`config.mk`:
```
export PLATFORM = sky130hd
export DESIGN_NAME = watchdog_timer_regs
export DESIGN_NICKNAME = d
export VERILOG_FILES = /design/src/watchdog_timer_regs_pkg.sv /design/src/watchdog_timer_regs.sv
export SDC_FILE = /design/constraint.sdc
export NUM_CORES = 1
export LEC_CHECK = 0
export BUFFER_PORTS_ARGS = -buffer_cell sky130_fd_sc_hd__buf_2
export CAP_MARGIN = 20
export CORE_MARGIN = 4
export CORE_UTILIZATION = 53
export DETAILED_ROUTE_END_ITERATION = 8
export PLACE_DENSITY = 0.77
export SLEW_MARGIN = 20
export SYNTH_ARGS = -nofsm -noshare
export SYNTH_HDL_FRONTEND = slang
export SYNTH_SLANG_ARGS = --single-unit
```
`constraint.sdc`:
```
create_clock -name pclk -period 2.3 [get_ports pclk]
set_input_delay 0.23 -clock pclk [delete_from_list [all_inputs] [get_ports pclk]]
set_output_delay 0.23 -clock pclk [all_outputs]
set_load 0.03 [all_outputs]
```
`src/watchdog_timer_regs_pkg.sv`:
```
// constants, offsets and state layout of the watchdog timer block
`default_nettype none
package watchdog_timer_regs_pkg;

  localparam int addr_width = 12;
  localparam int data_width = 32;

  // register offsets, byte addresses
  localparam logic [11:0] reload_interval_off = 12'h000;
  localparam logic [11:0] current_count_off = 12'h004;
  localparam logic [11:0] control_off = 12'h008;
  localparam logic [11:0] interrupt_clear_off = 12'h00c;
  localparam logic [11:0] raw_irq_status_off = 12'h010;
  localparam logic [11:0] masked_irq_status_off = 12'h014;
  localparam logic [11:0] event_status_off = 12'h018;
  localparam logic [11:0] event_mask_off = 12'h01c;
  localparam logic [11:0] debug_stall_control_off = 12'h418;
  localparam logic [11:0] write_lock_off = 12'hc00;
  localparam logic [11:0] ident_byte_4_off = 12'hfd0;
  localparam logic [11:0] ident_byte_5_off = 12'hfd4;
  localparam logic [11:0] ident_byte_6_off = 12'hfd8;

  // field positions
  localparam int irq_and_counter_enable_bit = 0;
  localparam int reset_output_enable_bit = 1;
  localparam int stall_enable_bit = 8;
  localparam int evt_timeout_bit = 0;
  localparam int evt_sysreset_bit = 1;

  // reset values and keys
  localparam logic [31:0] reload_interval_rst = 32'hffff_ffff;
  localparam logic [31:0] current_count_rst = 32'hffff_ffff;
  localparam logic [31:0] lock_key_field = 32'h1acc_e551;
  localparam logic [31:0] lock_status_locked = 32'h0000_0001;
  localparam logic [31:0] lock_status_unlocked = 32'h0000_0000;

  typedef struct packed {
    logic [31:0] reload;
    logic [31:0] count;
    logic irq_and_counter_enable;
    logic reset_output_enable;
    logic raw;
    logic stall_en;
    logic locked;
    logic sysrst;
    logic [1:0] evt;
    logic [1:0] evt_mask;
    logic halt_s1;
    logic halt_s2;
    logic [31:0] prdata;
    logic pready;
    logic pslverr;
    logic timeout_irq;
    logic evt_irq;
  } wdt_state_type;

endpackage : watchdog_timer_regs_pkg
`default_nettype wire

```
`src/watchdog_timer_regs.sv`:
```
// watchdog timer with apb register slave
// Notes on behaviour
// writing reload_interval loads the 32-bit counter at once and restarts countdown
// writing zero to reload_interval raises the time-out interrupt immediately
// current_count reads the live counter; writes do nothing
// control bit 0 starts counter and interrupt; then control is frozen until reset
// control bit 1 lets a second time-out drive the system reset output
// any write to interrupt_clear reloads the counter and clears the interrupt, unless a time-out in the same cycle sets it again
// interrupt_clear read value is undefined; do not check it
// raw_irq_status bit 0 shows the unmasked time-out interrupt
// masked_irq_status bit 0 is raw AND enable, and drives timeout_irq
// with stall bit 8 set, counter freezes while cpu is halted
// writing the key to write_lock opens writes to all other registers
// writing any other value to write_lock closes writes to other registers
// write_lock reads one when locked, zero when unlocked
// ident registers are constant bytes in bits 7:0, upper bits zero
// software keeps reserved bits on read-modify-write and ignores their value
// first time-out raises interrupt and reloads; second uncleared one resets if enabled
// enabling the interrupt preloads the counter from reload_interval
// running counter drops by one each cycle; zero is a time-out
`timescale 1ns/1ps
`default_nettype none

module watchdog_timer_regs #(
  parameter logic [7:0] ident_field_4 = 8'h00, // arbitrary value
  parameter logic [7:0] ident_field_5 = 8'h00, // arbitrary value
  parameter logic [7:0] ident_field_6 = 8'h00 // arbitrary value
) (
  input wire logic pclk,
  input wire logic presetn,
  input wire logic psel,
  input wire logic penable,
  input wire logic pwrite,
  input wire logic [11:0] paddr,
  input wire logic [31:0] pwdata,
  output logic [31:0] prdata,
  output logic pready,
  output logic pslverr,
  input wire logic cpu_halted,
  output logic timeout_irq,
  output logic sys_reset_out,
  output logic evt_irq
);

  watchdog_timer_regs_pkg::wdt_state_type s_q;
  watchdog_timer_regs_pkg::wdt_state_type s_d;

  function automatic logic hit(input logic [11:0] addr, input logic [11:0] off);
    hit = (addr == off);
  endfunction : hit

  logic setup;
  logic wr;
  logic rd_done;
  logic open_wr;
  logic running;
  logic tmo;
  logic [1:0] ev;
  logic [1:0] ev_clr;
  logic mapped;
  logic [31:0] rdata;

  always_comb begin
    s_d = s_q;
    ev = 2'h0;
    ev_clr = 2'h0;
    setup = psel & ~penable;
    wr = psel & penable & s_q.pready & pwrite;
    rd_done = psel & penable & s_q.pready & ~pwrite;
    open_wr = wr & ~s_q.locked;
    // halt pin synchroniser
    s_d.halt_s1 = cpu_halted;
    s_d.halt_s2 = s_q.halt_s1;
    // countdown
    running = s_q.irq_and_counter_enable & ~(s_q.stall_en & s_q.halt_s2);
    tmo = running & (s_q.count == 32'h0000_0000);
    if (running) begin
      if (tmo) begin
        s_d.raw = 1'b1;
        s_d.count = s_q.reload;
        ev[watchdog_timer_regs_pkg::evt_timeout_bit] = 1'b1;
        if (s_q.raw && s_q.reset_output_enable) begin
          s_d.sysrst = 1'b1;
          ev[watchdog_timer_regs_pkg::evt_sysreset_bit] = 1'b1;
        end
      end else begin
        s_d.count = s_q.count - 32'h0000_0001;
      end
    end
    // register writes, gated by the lock except the write_lock write itself
    if (open_wr && hit(paddr, watchdog_timer_regs_pkg::interrupt_clear_off)) begin
      s_d.raw = tmo;
      s_d.count = s_q.reload;
    end
    if (open_wr && hit(paddr, watchdog_timer_regs_pkg::reload_interval_off)) begin
      s_d.reload = pwdata;
      s_d.count = pwdata;
      if (pwdata == 32'h0000_0000) begin
        s_d.raw = 1'b1;
        ev[watchdog_timer_regs_pkg::evt_timeout_bit] = 1'b1;
      end
    end
    if (open_wr && hit(paddr, watchdog_timer_regs_pkg::control_off)
        && !s_q.irq_and_counter_enable) begin
      s_d.reset_output_enable = pwdata[watchdog_timer_regs_pkg::reset_output_enable_bit];
      if (pwdata[watchdog_timer_regs_pkg::irq_and_counter_enable_bit]) begin
        s_d.irq_and_counter_enable = 1'b1;
        s_d.count = s_q.reload;
      end
    end
    if (open_wr && hit(paddr, watchdog_timer_regs_pkg::debug_stall_control_off)) begin
      s_d.stall_en = pwdata[watchdog_timer_regs_pkg::stall_enable_bit];
    end
    if (open_wr && hit(paddr, watchdog_timer_regs_pkg::event_mask_off)) begin
      s_d.evt_mask = pwdata[1:0];
    end
    if (wr && hit(paddr, watchdog_timer_regs_pkg::write_lock_off)) begin
      s_d.locked = (pwdata != watchdog_timer_regs_pkg::lock_key_field);
    end
    // event status: read clears only what was reported, set wins
    if (rd_done && hit(paddr, watchdog_timer_regs_pkg::event_status_off)) begin
      ev_clr = s_q.prdata[1:0];
    end
    s_d.evt = (s_q.evt & ~ev_clr) | ev;
    // read mux, sampled in the setup cycle
    mapped = 1'b1;
    rdata = 32'h0000_0000;
    unique case (paddr)
      watchdog_timer_regs_pkg::reload_interval_off: rdata = s_q.reload;
      watchdog_timer_regs_pkg::current_count_off: rdata = s_q.count;
      watchdog_timer_regs_pkg::control_off: begin
        rdata = {30'h0, s_q.reset_output_enable, s_q.irq_and_counter_enable};
      end
      watchdog_timer_regs_pkg::interrupt_clear_off: rdata = 32'h0000_0000;
      watchdog_timer_regs_pkg::raw_irq_status_off: rdata = {31'h0, s_q.raw};
      watchdog_timer_regs_pkg::masked_irq_status_off: begin
        rdata = {31'h0, s_q.raw & s_q.irq_and_counter_enable};
      end
      watchdog_timer_regs_pkg::event_status_off: rdata = {30'h0, s_q.evt};
      watchdog_timer_regs_pkg::event_mask_off: rdata = {30'h0, s_q.evt_mask};
      watchdog_timer_regs_pkg::debug_stall_control_off: rdata = {23'h0, s_q.stall_en, 8'h00};
      watchdog_timer_regs_pkg::write_lock_off: begin
        rdata = s_q.locked ? watchdog_timer_regs_pkg::lock_status_locked
                           : watchdog_timer_regs_pkg::lock_status_unlocked;
      end
      watchdog_timer_regs_pkg::ident_byte_4_off: rdata = {24'h0, ident_field_4};
      watchdog_timer_regs_pkg::ident_byte_5_off: rdata = {24'h0, ident_field_5};
      watchdog_timer_regs_pkg::ident_byte_6_off: rdata = {24'h0, ident_field_6};
      default: mapped = 1'b0;
    endcase
    s_d.pready = setup;
    s_d.pslverr = setup & ~mapped;
    if (setup) begin
      s_d.prdata = pwrite ? 32'h0000_0000 : rdata;
    end
    // registered outputs track next state
    s_d.timeout_irq = s_d.raw & s_d.irq_and_counter_enable;
    s_d.evt_irq = |(s_d.evt & s_d.evt_mask);
  end

  always_ff @(posedge pclk or negedge presetn) begin
    if (!presetn) begin
      s_q <= '0;
      s_q.reload <= watchdog_timer_regs_pkg::reload_interval_rst;
      s_q.count <= watchdog_timer_regs_pkg::current_count_rst;
    end else begin
      s_q <= s_d;
    end
  end

  assign prdata = s_q.prdata;
  assign pready = s_q.pready;
  assign pslverr = s_q.pslverr;
  assign timeout_irq = s_q.timeout_irq;
  assign sys_reset_out = s_q.sysrst;
  assign evt_irq = s_q.evt_irq;

  logic wr_ok;
  assign wr_ok = psel & penable & pready & pwrite & ~s_q.locked;
endmodule : watchdog_timer_regs

`default_nettype wire

```
==> results of run 1 <==
==> layout make-up <==
cell class,count,area share (%)
Inverter,8,0.367
Clock inverter,6,0.749
Multi-Input combinational cell,544,40.0
Sequential cell,112,35.2
Timing Repair Buffer,218,18.6
Clock buffer,10,2.80
Tap cell,143,2.19
==> tightest hold or removal path: stages <==
cell	delay, ns
buf_2	0.11
nand2_1	0.07
nand2_1	0.05
==> cell families (layout without fill, tap and decap cells) <==
logic type | after synthesis | count (layout) | synth area share [%]
muxes | 12 | 12 | 2.00
AOI/OAI and AO/OA | 164 | 164 | 17.4
adders and majority gates | 1 | 1 | 0.194
and+or+nand+nor | 352 | 352 | 26.5
buffers and inverters | 76 | 242 | 7.14
DFF | 112 | 112 | 44.8
xor gates and xnor gates | 15 | 15 | 2.04
==> repair_timing <==
item / CTS / global route
buffers inserted: 0 / 3
resized for setup: 17 / 14
setup endpoints to repair: 30 / 34
gates cloned: 0 / 0
hold endpoints to repair: 37 / 0
hold buffers: 2 / 0
pin swaps: 5 / 4
==> metrics by stage <==
| step | setup slack, ns | power [W] |
|---|---|---|
| 3_5_place_dp | -0.232 | 0.00226 |
| 3_3_place_gp | -0.186 | 0.00225 |
| 4_1_cts | -0.132 | 0.00381 |
| 5_1_grt | -0.211 | 0.00392 |
| 6_report | -0.203 | 0.00378 |
| 2_1_floorplan | -0.123 | 0.00208 |
==> metal layers <==
layer  GRT usage [%]  part of all wire [%]  up-vias
li1                -                     -     2926
met1            40.1                    41     3064
met2            49.3                    48      296
met3            5.64                   7.4       49
met4            12.7                   3.1        0
met5               0                     0        -
==> registers in the layout, summed over array words and instances, names as in the netlist <==
| signal | flops |
|---|---|
| s_q | 74 |
| prdata | 32 |
| evt_irq | 1 |
| pready | 1 |
| pslverr | 1 |
| s_d | 1 |
| sys_reset_out | 1 |
| timeout_irq | 1 |
==> path summary, 6_finish.rpt <==
| kind | start | end | slack, ns | cells past startpoint |
|---|---|---|---|---|
| setup / recovery | s_q[66] | s_q[71] | -0.20 | 7 |
| hold / removal | pwdata[2] | s_q[82] | 0.1 | 3 |
| setup reg to reg | s_q[66] | s_q[71] | -0.20 | 7 |
| hold reg to reg | s_d[36] | s_q[36] | 0.35 | 0 |
| max in group asynchronous | presetn | s_q[92] | 1.33 | 3 |
| min in group asynchronous | presetn | prdata[22] | 0.23 | 2 |
==> placed cells by master (no fill, tap or decap), types with 8 or more instances in the layout <==
cell       instances
inv_1              8
or4_1             14
nor4_1            13
o21ai_0           41
nor2_1            47
buf_2             85
clkbuf_16          9
a21oi_1           17
o211ai_1          10
dfrtp_1           48
a22oi_1           30
nand3_1           14
xor2_1            10
dfstp_2           64
nand2_1          170
nor3_1            18
buf_4            120
o22ai_1           16
nand4_1           12
==> power by group <==
part / internal [W] / switching (W)
sequential: 0.00198 / 0.00000504
clock: 0.000764 / 0.000792
combinational: 0.0000951 / 0.000147
total: 0.00284 / 0.000944
==> impl_metrics.tcl, run 1 <==
set metrics [dict create \
    grt_pass1_vias 6411 \
    period_share_pct 109 \
    ys_types 66 \
    antenna_found_initial 0 \
    layout-drive-gt1-share_pct 39.4 \
    fin_tns_setup_ns -1.67 \
    min_path_type "in -> reg" \
    final_antenna_net_count 0 \
    cp-start-kind "flip-flop" \
    io-pin-count 87 \
    routed_wl_um 21000 \
    crit_buf_inv 2 \
    viasPerCell 6.09 \
    grt_pass1_wl_um 33900 \
    area_growth_pct 27.1 \
    final_core_util_pct 70.1 \
    multi_input_area_sq_mm 0.00328 \
    status "complete, but fails checks" \
    rsz0062_at_grt "true" \
    synth_nets 783 \
    wl_per_cell_um 20.2 \
    synth.most_common_cell "nand2_1" \
    synthCells 732 \
    drc 0 \
    worstPathCellList "or4_4 > or4b_4 > buf_6 > buf_4 > o31ai_1 > o211ai_1 > o221a_2" \
    drv_cap 0 \
    grt_use_total_pct 30.4 \
    die_w_um 118 \
    async_flop_share_pct 100 \
    clkSlewWorstSetupHoldPaths_ns 0.08 \
    whs_ns 0.0957 \
    initial_core_util_pct 55.2 \
    synthTopCellsByArea "dfstp_2 26%, dfrtp_1 19%, nand2_1 9.9%" \
    critical-path-slowest-cell "or4b_4" \
    crit_required_ns 2.60 \
    synthFlopType "dfstp_2" \
    placedCellCount 1021 \
    vdd_drop_max_v 0.000526 \
    worst-setup-path-type "reg -> reg" \
    fmax_mhz 400 \
    critPathTopFamily "simple AND/OR/NAND/NOR gates" \
    ys_seq_elements 112 \
    p_leak_nw 3.71 \
    cts_made_buffers 9 \
    vias 6335 \
    yosysTopAreaCell "dfstp_2" \
    fin_ws_ns -0.203 \
    clockRootBuffer "clkbuf_16" \
    register_area_sq_mm 0.00288 \
    grt_max_degree 66 \
    htree_levels 3 \
    dieHeight_um 118 \
    slew_viol_final 0 \
    netlist_area_sq_mm 0.00643 \
    worst_slew_pin_slew_ns 0.633 \
    nets 944 \
    fin_crit_ns 2.50 \
    gp_congestion 0.999 \
    cts.path.max_buffers 2 \
    final-instance-count-excl-fill 1041 \
    diodes 0 \
    worst_setup_path_end_kind "flip-flop" \
    synth_top_area_share_pct 26.1 \
    ys_warn_count 0 \
    finClkSkew_ns 0.0101 \
    num_rows 39 \
    crit_fanout 8 \
    port_buffers 86 \
    gr-total-overflow 0 \
    die_area_sq_mm 0.0140 \
    hpwl_um 15700 \
    max_stage_delay_ns 0.54 \
    cts_tree "done" \
    slew_headroom_pct 57.8 \
    clk_latency_ns 0.37 \
    core-area_sq_mm 0.0117 \
    firstDrtPassIters 6 \
    worstPathArrival_ns 2.80 \
    powerDensity_mw_per_mm2 463 \
    fillers 917 \
    violations "negative setup slack" \
    post_synth.cell_area_avg_sq_um 8.79 \
    hold_violations 0 \
    postLayoutCellArea_sq_mm 0.00818 \
    initialDrtViolationCount 534 \
    clock-sinks 112 \
    placedInstanceArea_sq_mm 0.00770 \
    yosysSeqAreaShare_pct 44.8 \
    synth_edf_count 0 \
    ys_top_cells_by_count "170 x nand2_1, 64 x dfstp_2, 49 x nor2_1, 48 x dfrtp_1, 45 x o21ai_0" \
    setup_viol 20 \
]
Power figures use the tool's default switching activity.
==> inputs of run 2 (changes only) <==
==> constraint.sdc (replaced) <==
create_clock -name pclk -period 2.3 [get_ports pclk]
set_input_delay 0.46 -clock pclk [delete_from_list [all_inputs] [get_ports pclk]]
set_output_delay 0.46 -clock pclk [all_outputs]
set_load 0.03 [all_outputs]
==> run 2 against run 1 <==
Net effect:
- the run still ends with negative setup slack left
- die area unchanged
- hold slack worse by 0.026 ns
- utilization up 1.4 points
- via count up 2.2%
- fmax up 1.8%
- sequential power about the same
- sequential share of layout area down 0.71 points
- power up 2.6%
- non-clock buffer count up 14
- routed wire length up 1.5%
- sequential cell count unchanged
- largest power group unchanged
==> impl_metrics.tcl, run 2 (same netlist as run 1, synthesis figures left out) <==
set metrics [dict create \
    clkPwrFrac_pct 42.1 \
    io-pin-count 87 \
    clock-sinks 112 \
    fin_ws_ns -0.158 \
    critical-path-slowest-cell "or4_4" \
    num_rows 39 \
    die_area_sq_mm 0.0140 \
    slew_headroom_pct 57.7 \
    clk_latency_ns 0.36 \
    status "complete, but fails checks" \
    routed_wl_um 21400 \
    layout-drive-gt1-share_pct 41.8 \
    crit_required_ns 2.60 \
    largest-register "s_q" \
    grt_pass1_vias 6404 \
    worst_slew_pin_slew_ns 0.633 \
    min_path_type "in -> async" \
    antenna_found_initial 0 \
    p_leak_nw 3.83 \
    grt_max_degree 53 \
    cp-start-kind "flip-flop" \
    reg2reg_from "s_q[65]" \
    hold_violations 0 \
    wl_per_cell_um 20.3 \
    gr-total-overflow 0 \
    cts.path.max_buffers 2 \
    largest_reg_flops 74 \
    finClkSkew_ns 0.00832 \
    period_share_pct 107 \
    hpwl_um 15900 \
    total_power_w 0.00388 \
    port_buffers 86 \
    final_antenna_net_count 0 \
    max_stage_delay_ns 0.54 \
    combPwrFrac_pct 6.7 \
    rsz0062_at_grt "true" \
    setup_viol 23 \
    initialDrtViolationCount 675 \
    slew_viol_final 0 \
    grt_pass1_wl_um 33900 \
    drv_cap 0 \
    initial_core_util_pct 55.2 \
    crit_fanout 6 \
    cts_tree "done" \
    fin_crit_ns 2.46 \
    drc 0 \
    clockRootBuffer "clkbuf_16" \
    dieHeight_um 118 \
    fmax_mhz 407 \
    worstPathCellList "or4_4 > or4b_4 > or3_4 > mux2i_1 > o21ai_1 > o221a_2" \
    die_w_um 118 \
    firstDrtPassIters 5 \
    worst_setup_path_end_kind "flip-flop" \
    diodes 0 \
    place_worst_setup_slack_ns -0.375 \
    htree_levels 3 \
    pwr-share-seq_pct 51.2 \
    vias 6473 \
    violations "negative setup slack" \
    viasPerCell 6.14 \
    final_cell_mix "170 x nand2_1, 138 x buf_4, 85 x buf_2" \
    nets 958 \
    core-area_sq_mm 0.0117 \
    grt_use_total_pct 30.4 \
    clkSlewWorstSetupHoldPaths_ns 0.07 \
    hold_buffers 0 \
    final_core_util_pct 71.6 \
    worstPathArrival_ns 2.76 \
    critPathTopFamily "simple AND/OR/NAND/NOR gates" \
    cts_made_buffers 9 \
    gp_congestion 0.962 \
    vdd_drop_max_v 0.000520 \
    powerDensity_mw_per_mm2 465 \
    final_common_cell "nand2_1" \
    area_growth_pct 29.7 \
    crit_buf_inv 0 \
    switching_share_pct 22.9 \
    intPower_w 0.00299 \
    critPathLaunch "s_q[65]" \
    worst-setup-path-type "reg -> reg" \
    switchingPower_w 0.000890 \
]
## run 2: cell types whose count changed in the layout (fill, tap and decap cells not counted), moves of 2 or more
| cell | change |
|---|---|
| dlygate4sd3_1 | -2 |
| buf_4 | +18 |
| clkbuf_1 | +2 |
| inv_6 | -2 |
| clkbuf_8 | +2 |
| o21ai_1 | +2 |
| o21ai_0 | -2 |
| or4_4 | +7 |
| nor2_2 | +4 |
| nor2_1 | -4 |
| or4_1 | -6 |
## run 2: power groups by stage
stage          logic (W)  registers [W]  clock network, W
2_1_floorplan  0.0000529        0.00202                 0
3_3_place_gp    0.000251        0.00202                 0
3_5_place_dp    0.000254        0.00202                 0
4_1_cts         0.000258        0.00199           0.00166
5_1_grt         0.000283        0.00199           0.00173
6_report        0.000261        0.00199           0.00164
## run 2: path summary, 6_finish.rpt
kind | slack (ns) | cells after the start | to
max | -0.16 | 6 | s_q[55]
min | 0.07 | 1 | s_q[41]
max reg2reg | -0.16 | 6 | s_q[55]
min reg2reg | 0.37 | 0 | s_q[36]
max in group asynchronous | 1.49 | 2 | s_q[52]
min in group pclk | 0.20 | 1 | s_d[36]
## run 2: layout make-up
| type | instances | area (sq um) |
|---|---|---|
| timing repair buffer | 232 | 1610 |
| sequential | 112 | 2880 |
| tap | 143 | 179 |
| clock inverter | 2 | 36.3 |
| inverter | 8 | 30.0 |
| multi-input combinational | 544 | 3350 |
| clock buffer | 14 | 264 |
| fill | 935 | 3310 |
## run 2: repair_timing
item / CTS / global route
endpoints found under the hold margin: 0 / 0
endpoints found under the setup margin: 38 / 39
gates resized for setup: 26 / 20
buffers inserted: 2 / 0
pin swaps: 12 / 4
cloned: 0 / 0
## run 2: per-layer routing
metal	vias up	track usage [%]	share of wire (%)
met2	319	50.1	48
met3	59	6.64	8.1
met1	3137	39.2	40
met5	-	0	0
met4	0	11.8	3.7
li1	2958	-	-
## run 2: through the flow
step	std cells	cell area, sq um	hold WS [ns]	TNS [ns]
after detailed placement	1037	7830	0.342	-21.17
after floorplan	732	6510	0.164	-2.71
after global routing	1055	8350	0.0935	-3.32
after global placement	1037	7830	0.336	-18.93
final	1055	8350	0.0702	-1.95
after CTS	1055	8280	0.0790	-1.69
